## config.mk

```make
export PLATFORM = sky130hd
export DESIGN_NAME = orddec_top
export DESIGN_NICKNAME = d
export VERILOG_FILES = /design/src/orddec_pkg.sv /design/src/orddec_source_modifier.sv /design/src/orddec_addr.sv /design/src/orddec_top.sv
export VERILOG_INCLUDE_DIRS = /design/src
export SDC_FILE = /design/constraint.sdc
export NUM_CORES = 2
export LEC_CHECK = 0
export ABC_CLOCK_PERIOD_IN_PS = 4300
export BUFFER_PORTS_ARGS = -buffer_cell sky130_fd_sc_hd__buf_2
export CAP_MARGIN = 0
export CORE_AREA = 2 2 355 357
export DETAILED_ROUTE_END_ITERATION = 8
export DIE_AREA = 0 0 357 359
export GPL_ROUTABILITY_DRIVEN = 0
export HOLD_SLACK_MARGIN = 0.05
export SYNTH_ARGS = -nofsm -noshare
export SYNTH_HDL_FRONTEND = slang
export SYNTH_SLANG_ARGS = --single-unit
```

## constraint.sdc

```tcl
create_clock -name hclk -period 4.3 [get_ports hclk]
set_input_delay 0.645 -clock hclk [delete_from_list [all_inputs] [get_ports hclk]]
set_output_delay 0.645 -clock hclk [all_outputs]
set_load 0.1 [all_outputs]
```

## src/orddec_map.svh

```systemverilog
`ifndef ORDDEC_MAP_SVH
`define ORDDEC_MAP_SVH

// ---------------------------------------------------------------------------
// Register offsets on the AHB-Lite slave.
// ---------------------------------------------------------------------------
`define ORDDEC_SUBREG_BASE    8'h00
`define ORDDEC_SUBREG_END     8'h1c
`define ORDDEC_CTRL_OFF       8'h20
`define ORDDEC_STATUS_OFF     8'h24
`define ORDDEC_CTRL_EN_BIT    0
`define ORDDEC_STATUS_ILL_BIT 0
`define ORDDEC_CTRL_RESET_EN  1'b1

// ---------------------------------------------------------------------------
// Field sizes.
// ---------------------------------------------------------------------------
`define ORDDEC_IMM_BITS       10
`define ORDDEC_SUBREG_COUNT   8
`define ORDDEC_SUBREG_BITS    16
`define ORDDEC_LANES          8
`define ORDDEC_ELEM_BITS      32

// ---------------------------------------------------------------------------
// Row stride codes and element counts.
// ---------------------------------------------------------------------------
`define ORDDEC_RS_0           4'h0
`define ORDDEC_RS_1           4'h1
`define ORDDEC_RS_2           4'h2
`define ORDDEC_RS_4           4'h3
`define ORDDEC_RS_8           4'h4
`define ORDDEC_RS_16          4'h5
`define ORDDEC_RS_32          4'h6
`define ORDDEC_RS_MRI         4'hf
`define ORDDEC_MAX_STRIDE     6'h20
`define ORDDEC_MAX_ROW_SHIFT  3'h3

// ---------------------------------------------------------------------------
// Element size codes.
// ---------------------------------------------------------------------------
`define ORDDEC_ES_BYTE        2'h0
`define ORDDEC_ES_WORD        2'h1

`endif

```

## src/orddec_pkg.sv

```systemverilog
package orddec_pkg;

    typedef enum logic [1:0] {
        SM_NONE,
        SM_ABS,
        SM_NEG,
        SM_NEG_ABS
    } orddec_modifier_t;

    typedef enum logic {
        BUS_IDLE,
        BUS_DATA
    } orddec_bus_t;

    typedef struct packed {
        logic           is_source;
        logic           is_immediate;
        logic           indirect_select;
        logic           sixteen_aligned_access;
        logic [1:0]     elem_size;
        logic [2:0]     execution_lane_count;
        logic [2:0]     width;
        logic [2:0]     addr_subreg;
        logic [9:0]     addr_imm;
        orddec_modifier_t source_modifier;
        logic [3:0]     row_stride;
    } orddec_op_t;

    typedef struct packed {
        logic [7:0][15:0] row_origin;
        logic [3:0]       row_count;
        logic [5:0]       stride_elems;
        logic             multi_row_indirect;
        logic             origin_valid;
        logic             illegal;
    } orddec_res_t;

endpackage : orddec_pkg

```

## src/orddec_source_modifier.sv

```systemverilog
`timescale 1ns/1ps
module orddec_lane_modifier #(
    parameter int EW = 32
) (
    // Modifier and element.
    input  wire orddec_pkg::orddec_modifier_t mod,
    input  wire logic [EW-1:0]                elem_in,
    output logic [EW-1:0]                     elem_out
);
    import orddec_pkg::*;

    logic [EW-1:0] mag;

    always_comb begin
        mag = elem_in;
        if (mod == SM_ABS || mod == SM_NEG_ABS) begin
            mag = elem_in[EW-1] ? -elem_in : elem_in;
        end
        elem_out = mod[1] ? -mag : mag;
    end

endmodule : orddec_lane_modifier

```

## src/orddec_addr.sv

```systemverilog
`timescale 1ns/1ps
`include "orddec_map.svh"
module orddec_addr #(
    parameter int N  = `ORDDEC_SUBREG_COUNT,
    parameter int W  = `ORDDEC_SUBREG_BITS,
    parameter int IW = $clog2(N)
) (
    // Clock and reset.
    input  wire logic                        hclk,
    input  wire logic                        hresetn,
    // Software write port.
    input  wire logic                        wr_en,
    input  wire logic [IW-1:0]               wr_idx,
    input  wire logic [W-1:0]                wr_data,
    // Origin request.
    input  wire logic [IW-1:0]               base_idx,
    input  wire logic [`ORDDEC_IMM_BITS-1:0] imm,
    input  wire logic                        multi_row,
    // Contents and origins.
    output logic [N-1:0][W-1:0]              subreg,
    output logic [N-1:0][W-1:0]              origin
);
    typedef struct packed {
        logic [N-1:0][W-1:0] word;
    } orddec_addr_state_t;

    orddec_addr_state_t st_q;
    orddec_addr_state_t st_d;
    logic [W-1:0]       offset;
    logic [IW-1:0]      idx;

    assign subreg = st_q.word;

    always_comb begin
        st_d = st_q;
        if (wr_en) begin
            st_d.word[wr_idx] = wr_data;
        end
    end

    always_comb begin
        offset = {{(W-`ORDDEC_IMM_BITS){imm[`ORDDEC_IMM_BITS-1]}}, imm};
        idx    = base_idx;
        for (int i = 0; i < N; i++) begin
            idx = base_idx + IW'(i);
            if (i == 0 || multi_row) begin
                origin[i] = st_q.word[idx] + offset;
            end else begin
                origin[i] = '0;
            end
        end
    end

    always_ff @(posedge hclk or negedge hresetn) begin
        if (!hresetn) begin
            st_q <= '0;
        end else begin
            st_q <= st_d;
        end
    end

endmodule : orddec_addr

```

## src/orddec_top.sv

```systemverilog
// The AHB-Lite slave port and the address map were left to the implementer.
`timescale 1ns/1ps
`include "orddec_map.svh"
// ---------------------------------------------------------------------------
// How it works
// - Address immediate is sign-extended and added to the address word.
// - Every immediate from -512 to 511 is accepted.
// - Immediate is used only for indirect operands; direct gives no origin.
// - Modifier 00 none, 01 absolute, 10 negate, 11 negated absolute.
// - Absolute value is taken before negation, so result is never positive.
// - Modifier acts on every element lane separately.
// - Modifier and row stride never touch a destination operand.
// - Immediate sources skip modifier and row stride decoding.
// - Row stride is counted in elements, not bytes.
// - Row stride is zero or a power of two, at most 32.
// - Stride code 0xF is honoured only with indirect addressing.
// - Code 0xF takes each row origin from its own address word.
// - With code 0xF, rows used equal lane count divided by operand width.
// - Sixteen-aligned access allows only stride codes 0000 and 0011.
// - Stride codes 0..6 map to 0,1,2,4,8,16,32; 7..14 reserved.
// - Eight 16-bit address registers hold indirect byte addresses.
// ---------------------------------------------------------------------------
module orddec_top #(
    parameter int LANES = `ORDDEC_LANES,
    parameter int EW    = `ORDDEC_ELEM_BITS
) (
    // Clock and reset.
    input  wire logic                    hclk,
    input  wire logic                    hresetn,
    // AHB-Lite slave.
    input  wire logic                    hsel,
    input  wire logic [31:0]             haddr,
    input  wire logic [1:0]              htrans,
    input  wire logic                    hwrite,
    input  wire logic [2:0]              hsize,
    input  wire logic [31:0]             hwdata,
    input  wire logic                    hready,
    output logic                         hreadyout,
    output logic                         hresp,
    output logic [31:0]                  hrdata,
    // Operand from issue.
    input  wire logic                    op_valid,
    input  wire orddec_pkg::orddec_op_t  op,
    input  wire logic [LANES*EW-1:0]     elem_in,
    // Decoded operand to the execution pipe.
    output logic                         res_valid,
    output orddec_pkg::orddec_res_t      res,
    output logic [LANES*EW-1:0]          elem_out
);
    import orddec_pkg::*;

    typedef struct packed {
        orddec_bus_t          bus;
        logic                 bus_write;
        logic [7:0]           bus_addr;
        logic                 hready;
        logic                 hresp;
        logic [31:0]          hrdata;
        logic                 decode_enable;
        logic                 illegal_sticky;
        logic [15:0]          last_origin;
        logic                 res_valid;
        orddec_res_t          res;
        logic [LANES*EW-1:0]  elem;
    } orddec_state_t;

    localparam orddec_state_t ST_RESET = '{
        bus:           BUS_IDLE,
        hready:        1'b1,
        decode_enable: `ORDDEC_CTRL_RESET_EN,
        default:       '0
    };

    orddec_state_t         st_q;
    orddec_state_t         st_d;
    logic                  src_fields;
    logic                  mri;
    orddec_modifier_t      mod_sel;
    logic [LANES*EW-1:0]   mod_out;
    logic                  sub_we;
    logic [2:0]            sub_idx;
    logic [15:0]           sub_wdata;
    logic [7:0][15:0]      sub_q;
    logic [7:0][15:0]      origin;
    logic                  accept;

    // -----------------------------------------------------------------------
    // Source field gating.
    // -----------------------------------------------------------------------
    assign src_fields = op.is_source && !op.is_immediate;
    assign mri        = src_fields && op.indirect_select &&
                        op.row_stride == `ORDDEC_RS_MRI;
    assign mod_sel    = src_fields ? op.source_modifier : SM_NONE;
    assign accept     = hsel && htrans[1] && hready && st_q.hready;

    // -----------------------------------------------------------------------
    // Per-lane source modifier and address registers.
    // -----------------------------------------------------------------------
    for (genvar g = 0; g < LANES; g++) begin : g_lane
        orddec_lane_modifier #(
            .EW (EW)
        ) u_mod (
            .mod      (mod_sel),
            .elem_in  (elem_in[g*EW +: EW]),
            .elem_out (mod_out[g*EW +: EW])
        );
    end

    orddec_addr #(
        .N (`ORDDEC_SUBREG_COUNT),
        .W (`ORDDEC_SUBREG_BITS)
    ) u_addr (
        .hclk      (hclk),
        .hresetn   (hresetn),
        .wr_en     (sub_we),
        .wr_idx    (sub_idx),
        .wr_data   (sub_wdata),
        .base_idx  (op.addr_subreg),
        .imm       (op.addr_imm),
        .multi_row (mri),
        .subreg    (sub_q),
        .origin    (origin)
    );

    // -----------------------------------------------------------------------
    // Next state.
    // -----------------------------------------------------------------------
    always_comb begin
        logic [5:0] stride;
        logic       bad;
        logic [2:0] diff;
        logic [3:0] rows;
        stride    = '0;
        bad       = 1'b0;
        diff      = '0;
        rows      = 4'h1;
        st_d      = st_q;
        sub_we    = 1'b0;
        sub_idx   = st_q.bus_addr[4:2];
        sub_wdata = hwdata[15:0];

        case (st_q.bus)
            BUS_IDLE: begin
                if (accept) begin
                    st_d.bus       = BUS_DATA;
                    st_d.bus_write = hwrite;
                    st_d.bus_addr  = haddr[7:0];
                    st_d.hready    = 1'b0;
                end
            end
            BUS_DATA: begin
                st_d.bus    = BUS_IDLE;
                st_d.hready = 1'b1;
                st_d.hrdata = '0;
                if (st_q.bus_write) begin
                    if (st_q.bus_addr <= `ORDDEC_SUBREG_END &&
                        st_q.bus_addr[1:0] == 2'h0) begin
                        sub_we = 1'b1;
                    end else if (st_q.bus_addr == `ORDDEC_CTRL_OFF) begin
                        st_d.decode_enable = hwdata[`ORDDEC_CTRL_EN_BIT];
                    end else if (st_q.bus_addr == `ORDDEC_STATUS_OFF &&
                                 hwdata[`ORDDEC_STATUS_ILL_BIT]) begin
                        st_d.illegal_sticky = 1'b0;
                    end
                end else begin
                    if (st_q.bus_addr <= `ORDDEC_SUBREG_END &&
                        st_q.bus_addr[1:0] == 2'h0) begin
                        st_d.hrdata = {16'h0000, sub_q[sub_idx]};
                    end else if (st_q.bus_addr == `ORDDEC_CTRL_OFF) begin
                        st_d.hrdata = {31'h0, st_q.decode_enable};
                    end else if (st_q.bus_addr == `ORDDEC_STATUS_OFF) begin
                        st_d.hrdata = {st_q.last_origin, 15'h0000,
                                       st_q.illegal_sticky};
                    end
                end
            end
            default: begin
                st_d.bus    = BUS_IDLE;
                st_d.hready = 1'b1;
            end
        endcase

        if (src_fields) begin
            case (op.row_stride)
                `ORDDEC_RS_0:  stride = 6'h00;
                `ORDDEC_RS_1:  stride = 6'h01;
                `ORDDEC_RS_2:  stride = 6'h02;
                `ORDDEC_RS_4:  stride = 6'h04;
                `ORDDEC_RS_8:  stride = 6'h08;
                `ORDDEC_RS_16: begin
                    stride = 6'h10;
                    bad    = op.elem_size > `ORDDEC_ES_WORD;
                end
                `ORDDEC_RS_32: begin
                    stride = `ORDDEC_MAX_STRIDE;
                    bad    = op.elem_size != `ORDDEC_ES_BYTE;
                end
                `ORDDEC_RS_MRI: begin
                    stride = 6'h00;
                    bad    = !op.indirect_select;
                end
                default: begin
                    stride = 6'h00;
                    bad    = 1'b1;
                end
            endcase
            if (op.sixteen_aligned_access &&
                op.row_stride != `ORDDEC_RS_0 &&
                op.row_stride != `ORDDEC_RS_4) begin
                bad = 1'b1;
            end
        end

        if (mri) begin
            diff = op.execution_lane_count - op.width;
            if (op.width > op.execution_lane_count ||
                diff > `ORDDEC_MAX_ROW_SHIFT) begin
                bad  = 1'b1;
                diff = '0;
            end
            rows = 4'h1 << diff[1:0];
        end

        st_d.res_valid = 1'b0;
        st_d.res.illegal = 1'b0;
        if (op_valid && st_q.decode_enable) begin
            st_d.res_valid              = 1'b1;
            st_d.res.stride_elems       = stride;
            st_d.res.multi_row_indirect = mri;
            st_d.res.illegal            = bad;
            st_d.elem                   = mod_out;
            if (op.indirect_select) begin
                st_d.res.origin_valid = 1'b1;
                st_d.res.row_origin   = origin;
                st_d.res.row_count    = rows;
                st_d.last_origin      = origin[0];
            end else begin
                st_d.res.origin_valid = 1'b0;
                st_d.res.row_origin   = '0;
                st_d.res.row_count    = 4'h0;
            end
            if (bad) begin
                st_d.illegal_sticky = 1'b1;
            end
        end
    end

    always_ff @(posedge hclk or negedge hresetn) begin
        if (!hresetn) begin
            st_q <= ST_RESET;
        end else begin
            st_q <= st_d;
        end
    end

    assign hreadyout = st_q.hready;
    assign hresp     = st_q.hresp;
    assign hrdata    = st_q.hrdata;
    assign res_valid = st_q.res_valid;
    assign res       = st_q.res;
    assign elem_out  = st_q.elem;

    // -----------------------------------------------------------------------
    // Assertions.
    // -----------------------------------------------------------------------
    logic        fire;
    logic [15:0] exp_origin;
    assign fire       = op_valid && st_q.decode_enable;
    assign exp_origin = sub_q[op.addr_subreg] +
                        {{6{op.addr_imm[9]}}, op.addr_imm};
endmodule : orddec_top

```

==> flow_summary.html <==
<table>
<tr><th>Metric</th><th>Value</th></tr>
<tr><th colspan="2">Status</th></tr>
<tr><td>Outcome</td><td>completed</td></tr>
<tr><th colspan="2">Critical path</th></tr>
<tr><td>CP endpoint kind</td><td>register</td></tr>
<tr><td>Terminus of the critical flop-to-flop path</td><td>res[91]</td></tr>
<tr><td>Element type at the critical path start</td><td>register</td></tr>
<tr><td>Worst-path maximum fanout</td><td>6</td></tr>
<tr><td>Reg2reg start</td><td>u_addr.subreg[48]</td></tr>
<tr><td>Arrival time reported for the critical path endpoint</td><td>4.41 ns</td></tr>
<tr><td>Internal reg-to-reg setup slack</td><td>0.49 ns</td></tr>
<tr><td>Worst Path Required</td><td>4.89 ns</td></tr>
<tr><td>Crit Path Class</td><td>reg2reg</td></tr>
<tr><td>Worst r2r path cells</td><td>13</td></tr>
<tr><th colspan="2">Global route</th></tr>
<tr><td>GRT Resource Usage Total</td><td>27.00%</td></tr>
<tr><td>Pin count of the biggest net entering global routing</td><td>118</td></tr>
<tr><td>Overall overflow remaining after global route</td><td>0</td></tr>
<tr><td>Vias in the first global route</td><td>41880</td></tr>
<tr><td>Global-route wire length before repair</td><td>265800 um</td></tr>
<tr><td>Number of antenna violations at the first check in global routing</td><td>65</td></tr>
<tr><th colspan="2">Logic synthesis</th></tr>
<tr><td>Synthesized instance count</td><td>5603</td></tr>
<tr><td>Yosys top cell area share</td><td>29.70%</td></tr>
<tr><td>Number of enable flip-flop cells after synthesis</td><td>0</td></tr>
<tr><td>Syn Nets</td><td>6115</td></tr>
<tr><td>Top flip-flop cell by instance count after synthesis</td><td>dfrtp_1</td></tr>
<tr><td>Mean instance size in the synthesized netlist</td><td>8.796 um2</td></tr>
<tr><td>Area of the mapped netlist</td><td>49280 um2</td></tr>
<tr><td>Number of library cell types mapped by synthesis</td><td>93</td></tr>
<tr><td>Synthesis Warnings</td><td>0</td></tr>
<tr><td>Cell type with the highest aggregate area in the netlist</td><td>dfrtp_1</td></tr>
<tr><td>Number of flip-flops and latches in the synthesized netlist</td><td>587</td></tr>
<tr><td>Sequential element share of the synthesized area</td><td>29.81%</td></tr>
<tr><td>Async SR Flop Fraction</td><td>100.0%</td></tr>
<tr><td>Cell types with the largest area share after synthesis</td><td>dfrtp_1 (30%), mux4_2 (7.3%), buf_4 (6.6%)</td></tr>
<tr><th colspan="2">STA</th></tr>
<tr><td>Final number of max-transition violations</td><td>0</td></tr>
<tr><td>Total setup violations reported at the end of the flow</td><td>0</td></tr>
<tr><td>Slew of the pin with the lowest slew margin</td><td>1.077 ns</td></tr>
<tr><td>Setup TNS</td><td>0 ns</td></tr>
<tr><td>Total count of hold-check failures in the final report</td><td>0</td></tr>
<tr><td>Remaining max-slew budget at the tightest pin</td><td>28.21%</td></tr>
<tr><td>Clock period minus worst slack</td><td>3.812 ns</td></tr>
<tr><td>Worst hold margin</td><td>0.1499 ns</td></tr>
<tr><td>Fmax</td><td>262.3 MHz</td></tr>
<tr><td>Setup repair after global routing missed its margin</td><td>no</td></tr>
<tr><td>Final clock period utilization by the worst path</td><td>88.66%</td></tr>
<tr><td>Post-route setup slack</td><td>0.4877 ns</td></tr>
<tr><td>Clock Skew</td><td>0.07795 ns</td></tr>
<tr><th colspan="2">Detailed routing</th></tr>
<tr><td>Iter 0 DRT Violations</td><td>4517</td></tr>
<tr><td>Remaining routing DRC violations</td><td>0</td></tr>
<tr><td>Overall routed net length</td><td>178600 um</td></tr>
<tr><td>Vias/cell</td><td>5.794</td></tr>
<tr><td>Number of vias in the routed layout</td><td>44750</td></tr>
<tr><td>Number of antenna-violating nets in the routed design</td><td>0</td></tr>
<tr><td>Post-detailed-route wirelength per cell</td><td>23.13 um</td></tr>
<tr><td>Length of the first detailed-routing pass in iterations</td><td>7</td></tr>
<tr><th colspan="2">Floorplanning</th></tr>
<tr><td>Die Span X</td><td>357 um</td></tr>
<tr><td>Effective utilization at floorplan</td><td>39.55%</td></tr>
<tr><td>Total Die Area</td><td>128200 um2</td></tr>
<tr><td>Number of placement rows</td><td>130</td></tr>
<tr><td>Y dimension of the die</td><td>359 um</td></tr>
<tr><td>Total I/O pin count</td><td>794</td></tr>
<tr><td>Core footprint</td><td>124600 um2</td></tr>
<tr><th colspan="2">Final layout</th></tr>
<tr><td>Most common cell after layout, fill and taps aside</td><td>nand2_1</td></tr>
<tr><td>Share of final-layout standard cells stronger than drive strength 1</td><td>26.71%</td></tr>
<tr><td>Storage element area</td><td>14690 um2</td></tr>
<tr><td>Post-route insts no fill</td><td>7722</td></tr>
<tr><td>Area of the multi-input gates</td><td>29930 um2</td></tr>
<tr><td>Number of nets in the layout</td><td>6481</td></tr>
<tr><td>Layout Area Growth over Synthesis</td><td>13.72%</td></tr>
<tr><td>Number of filler instances in the final layout</td><td>12290</td></tr>
<tr><td>Commonest cells after routing, fill and taps aside</td><td>nand2_1 (757), buf_2 (746), dfrtp_1 (584)</td></tr>
<tr><th colspan="2">Clock tree</th></tr>
<tr><td>TritonCTS sink count</td><td>587</td></tr>
<tr><td>Clock root cell</td><td>clkbuf_16</td></tr>
<tr><td>Later-pin clock latency in the skew report</td><td>0.73 ns</td></tr>
<tr><td>Number of buffers created by CTS</td><td>75</td></tr>
<tr><td>TritonCTS clock tree</td><td>yes</td></tr>
<tr><td>Maximum clock path buffer count</td><td>3</td></tr>
<tr><td>Post-CTS Repair Setup Buffers</td><td>0</td></tr>
<tr><td>Count of H-tree levels built during CTS</td><td>3</td></tr>
<tr><td>CTS clock-pin slew for the worst setup and hold paths</td><td>0.06 ns</td></tr>
<tr><th colspan="2">Power</th></tr>
<tr><td>Pint</td><td>10.27 mW</td></tr>
<tr><td>Static leakage</td><td>26.06 nW</td></tr>
<tr><td>Portion of total power attributed to combinational logic</td><td>14.6%</td></tr>
<tr><td>Maximum VDD drop</td><td>0.3454 mV</td></tr>
<tr><td>Clock group share of total power</td><td>47.2%</td></tr>
<tr><td>Switching power as a share of total power</td><td>28.96%</td></tr>
<tr><td>Sequential share of power</td><td>38.2%</td></tr>
<tr><td>Power per standard cell area</td><td>257.8 nW/um2</td></tr>
<tr><td>Switching power summed over all nets</td><td>4.185 mW</td></tr>
<tr><th colspan="2">Min path</th></tr>
<tr><td>Worst hold path class</td><td>in2reg</td></tr>
<tr><td>Endpoint, Worst Hold</td><td>st_q[452]</td></tr>
<tr><td>Cell count of the worst hold path</td><td>2</td></tr>
<tr><td>Origin of the worst min-delay path</td><td>haddr[2]</td></tr>
<tr><th colspan="2">Placed design</th></tr>
<tr><td># port buffers</td><td>748</td></tr>
<tr><td>Detailed placer's ending HPWL</td><td>139300 um</td></tr>
<tr><td>Placed cells</td><td>7541</td></tr>
<tr><td>Dpl ws</td><td>0.06017 ns</td></tr>
<tr><th colspan="2">Run</th></tr>
<tr><td>Count of maximum capacitance violations</td><td>0</td></tr>
</table>
==> cell type report <==
| cell class | instances | share of cell area, % |
|---|---|---|
| Sequential cell | 587 | 26.22 |
| Timing Repair Buffer | 1041 | 11.02 |
| Clock buffer | 95 | 3.661 |
| Inverter | 106 | 0.7144 |
| Clock inverter | 40 | 1.101 |
| Tap cell | 1650 | 3.684 |
| Antenna cell | 45 | 0.2009 |
| Multi-Input combinational cell | 4158 | 53.41 |
==> sequential cells by signal, summed over array words and instances, names as in the netlist <==
signal	count
u_addr.subreg	128
res	141
elem_out	256
hreadyout	1
res_valid	1
st_q	28
hrdata	32
==> per-layer routing <==
layer / vias up / share of wire (%) / GRT usage, %
met5: - / 0.11 / 0
met2: 2083 / 46 / 43.39
li1: 20620 / - / -
met1: 21590 / 39 / 33.59
met3: 425 / 8.6 / 5.970
met4: 34 / 5.6 / 14.67
==> cell usage after synthesis, drive strengths merged (10+ instances only) <==
cell type / n
or3: 45
nor2b: 19
mux2: 191
and3: 34
buf: 485
o41ai: 26
nor2: 310
nand4: 50
clkbuf: 267
o32ai: 13
a211oi: 39
nand4b: 15
a21oi: 217
a41oi: 17
dfrtp: 585
o21ai: 467
ha: 141
xnor2: 329
o22ai: 23
nor3: 142
nand3: 78
nand3b: 10
nor3b: 22
o21a: 15
a21o: 59
or2: 25
a22o: 109
or4: 37
nand2b: 24
o211ai: 14
o31ai: 49
a32o: 14
xor2: 236
and2: 32
mux2i: 57
a31oi: 126
inv: 106
a211o: 11
nand2: 759
mux4: 160
and4: 24
nor4: 82
o21bai: 18
==> cells by family after synthesis <==
family / after synthesis / synth area share [%]
XOR/XNOR: 565 / 10.04
flip-flops: 587 / 29.81
buffers and inverters: 858 / 9.841
other: 1 / 0.007609
adder cells (fa/ha/maj): 151 / 3.966
multiplexers: 408 / 12.83
AO/OA/AOI/OAI: 1296 / 16.70
AND/OR/NAND/NOR: 1737 / 16.80
==> worst max path at each step <==
stage / slack (ns) / from / to
6_report: 0.49 / u_addr.subreg[48] / res[91]
5_1_grt: 0.34 / u_addr.subreg[48] / res[91]
4_1_cts: 0.53 / u_addr.subreg[48] / res[91]
3_5_place_dp: 0.06 / op[17] / res[43]
3_3_place_gp: 0.05 / op[17] / res[43]
2_1_floorplan: -0.03 / op[16] / res[139]
==> timing repair <==
action	in CTS	in global routing
hold buffers	1	0
endpoints found under the hold margin	64	0
resized for setup	0	0
==> power groups by stage <==
stage	clock, mW	sequential, mW	combinational (mW)
after floorplan	0	5.63	1.22
after global placement	0	5.62	2.06
after detailed placement	0	5.62	2.08
after CTS	6.98	5.52	2.09
after global routing	7.18	5.52	2.29
final	6.82	5.52	2.11
==> per-stage QoR <==
step | instance area (um2) | utilization, % | total power, mW
after detailed placement | 53250 | 42.74 | 7.702
after global placement | 53250 | 42.74 | 7.680
after global routing | 56010 | 44.95 | 15.00
after CTS | 55930 | 44.89 | 14.60
after floorplan | 49550 | - | 6.850
final | 56050 | 44.98 | 14.45
==> worst max-delay path, stage by stage (launching register included) <==
cell	delay [ns]
dfrtp_1	0.45
mux4_2	0.51
mux2_2	0.32
ha_1	0.22
fa_1	0.40
a21o_1	0.17
a21o_1	0.19
a21oi_1	0.18
o21ai_0	0.17
a211oi_1	0.41
o21ai_0	0.17
a31oi_1	0.22
xnor2_1	0.08
a22o_1	0.19
Note: power is estimated with default switching activity, not from simulation.
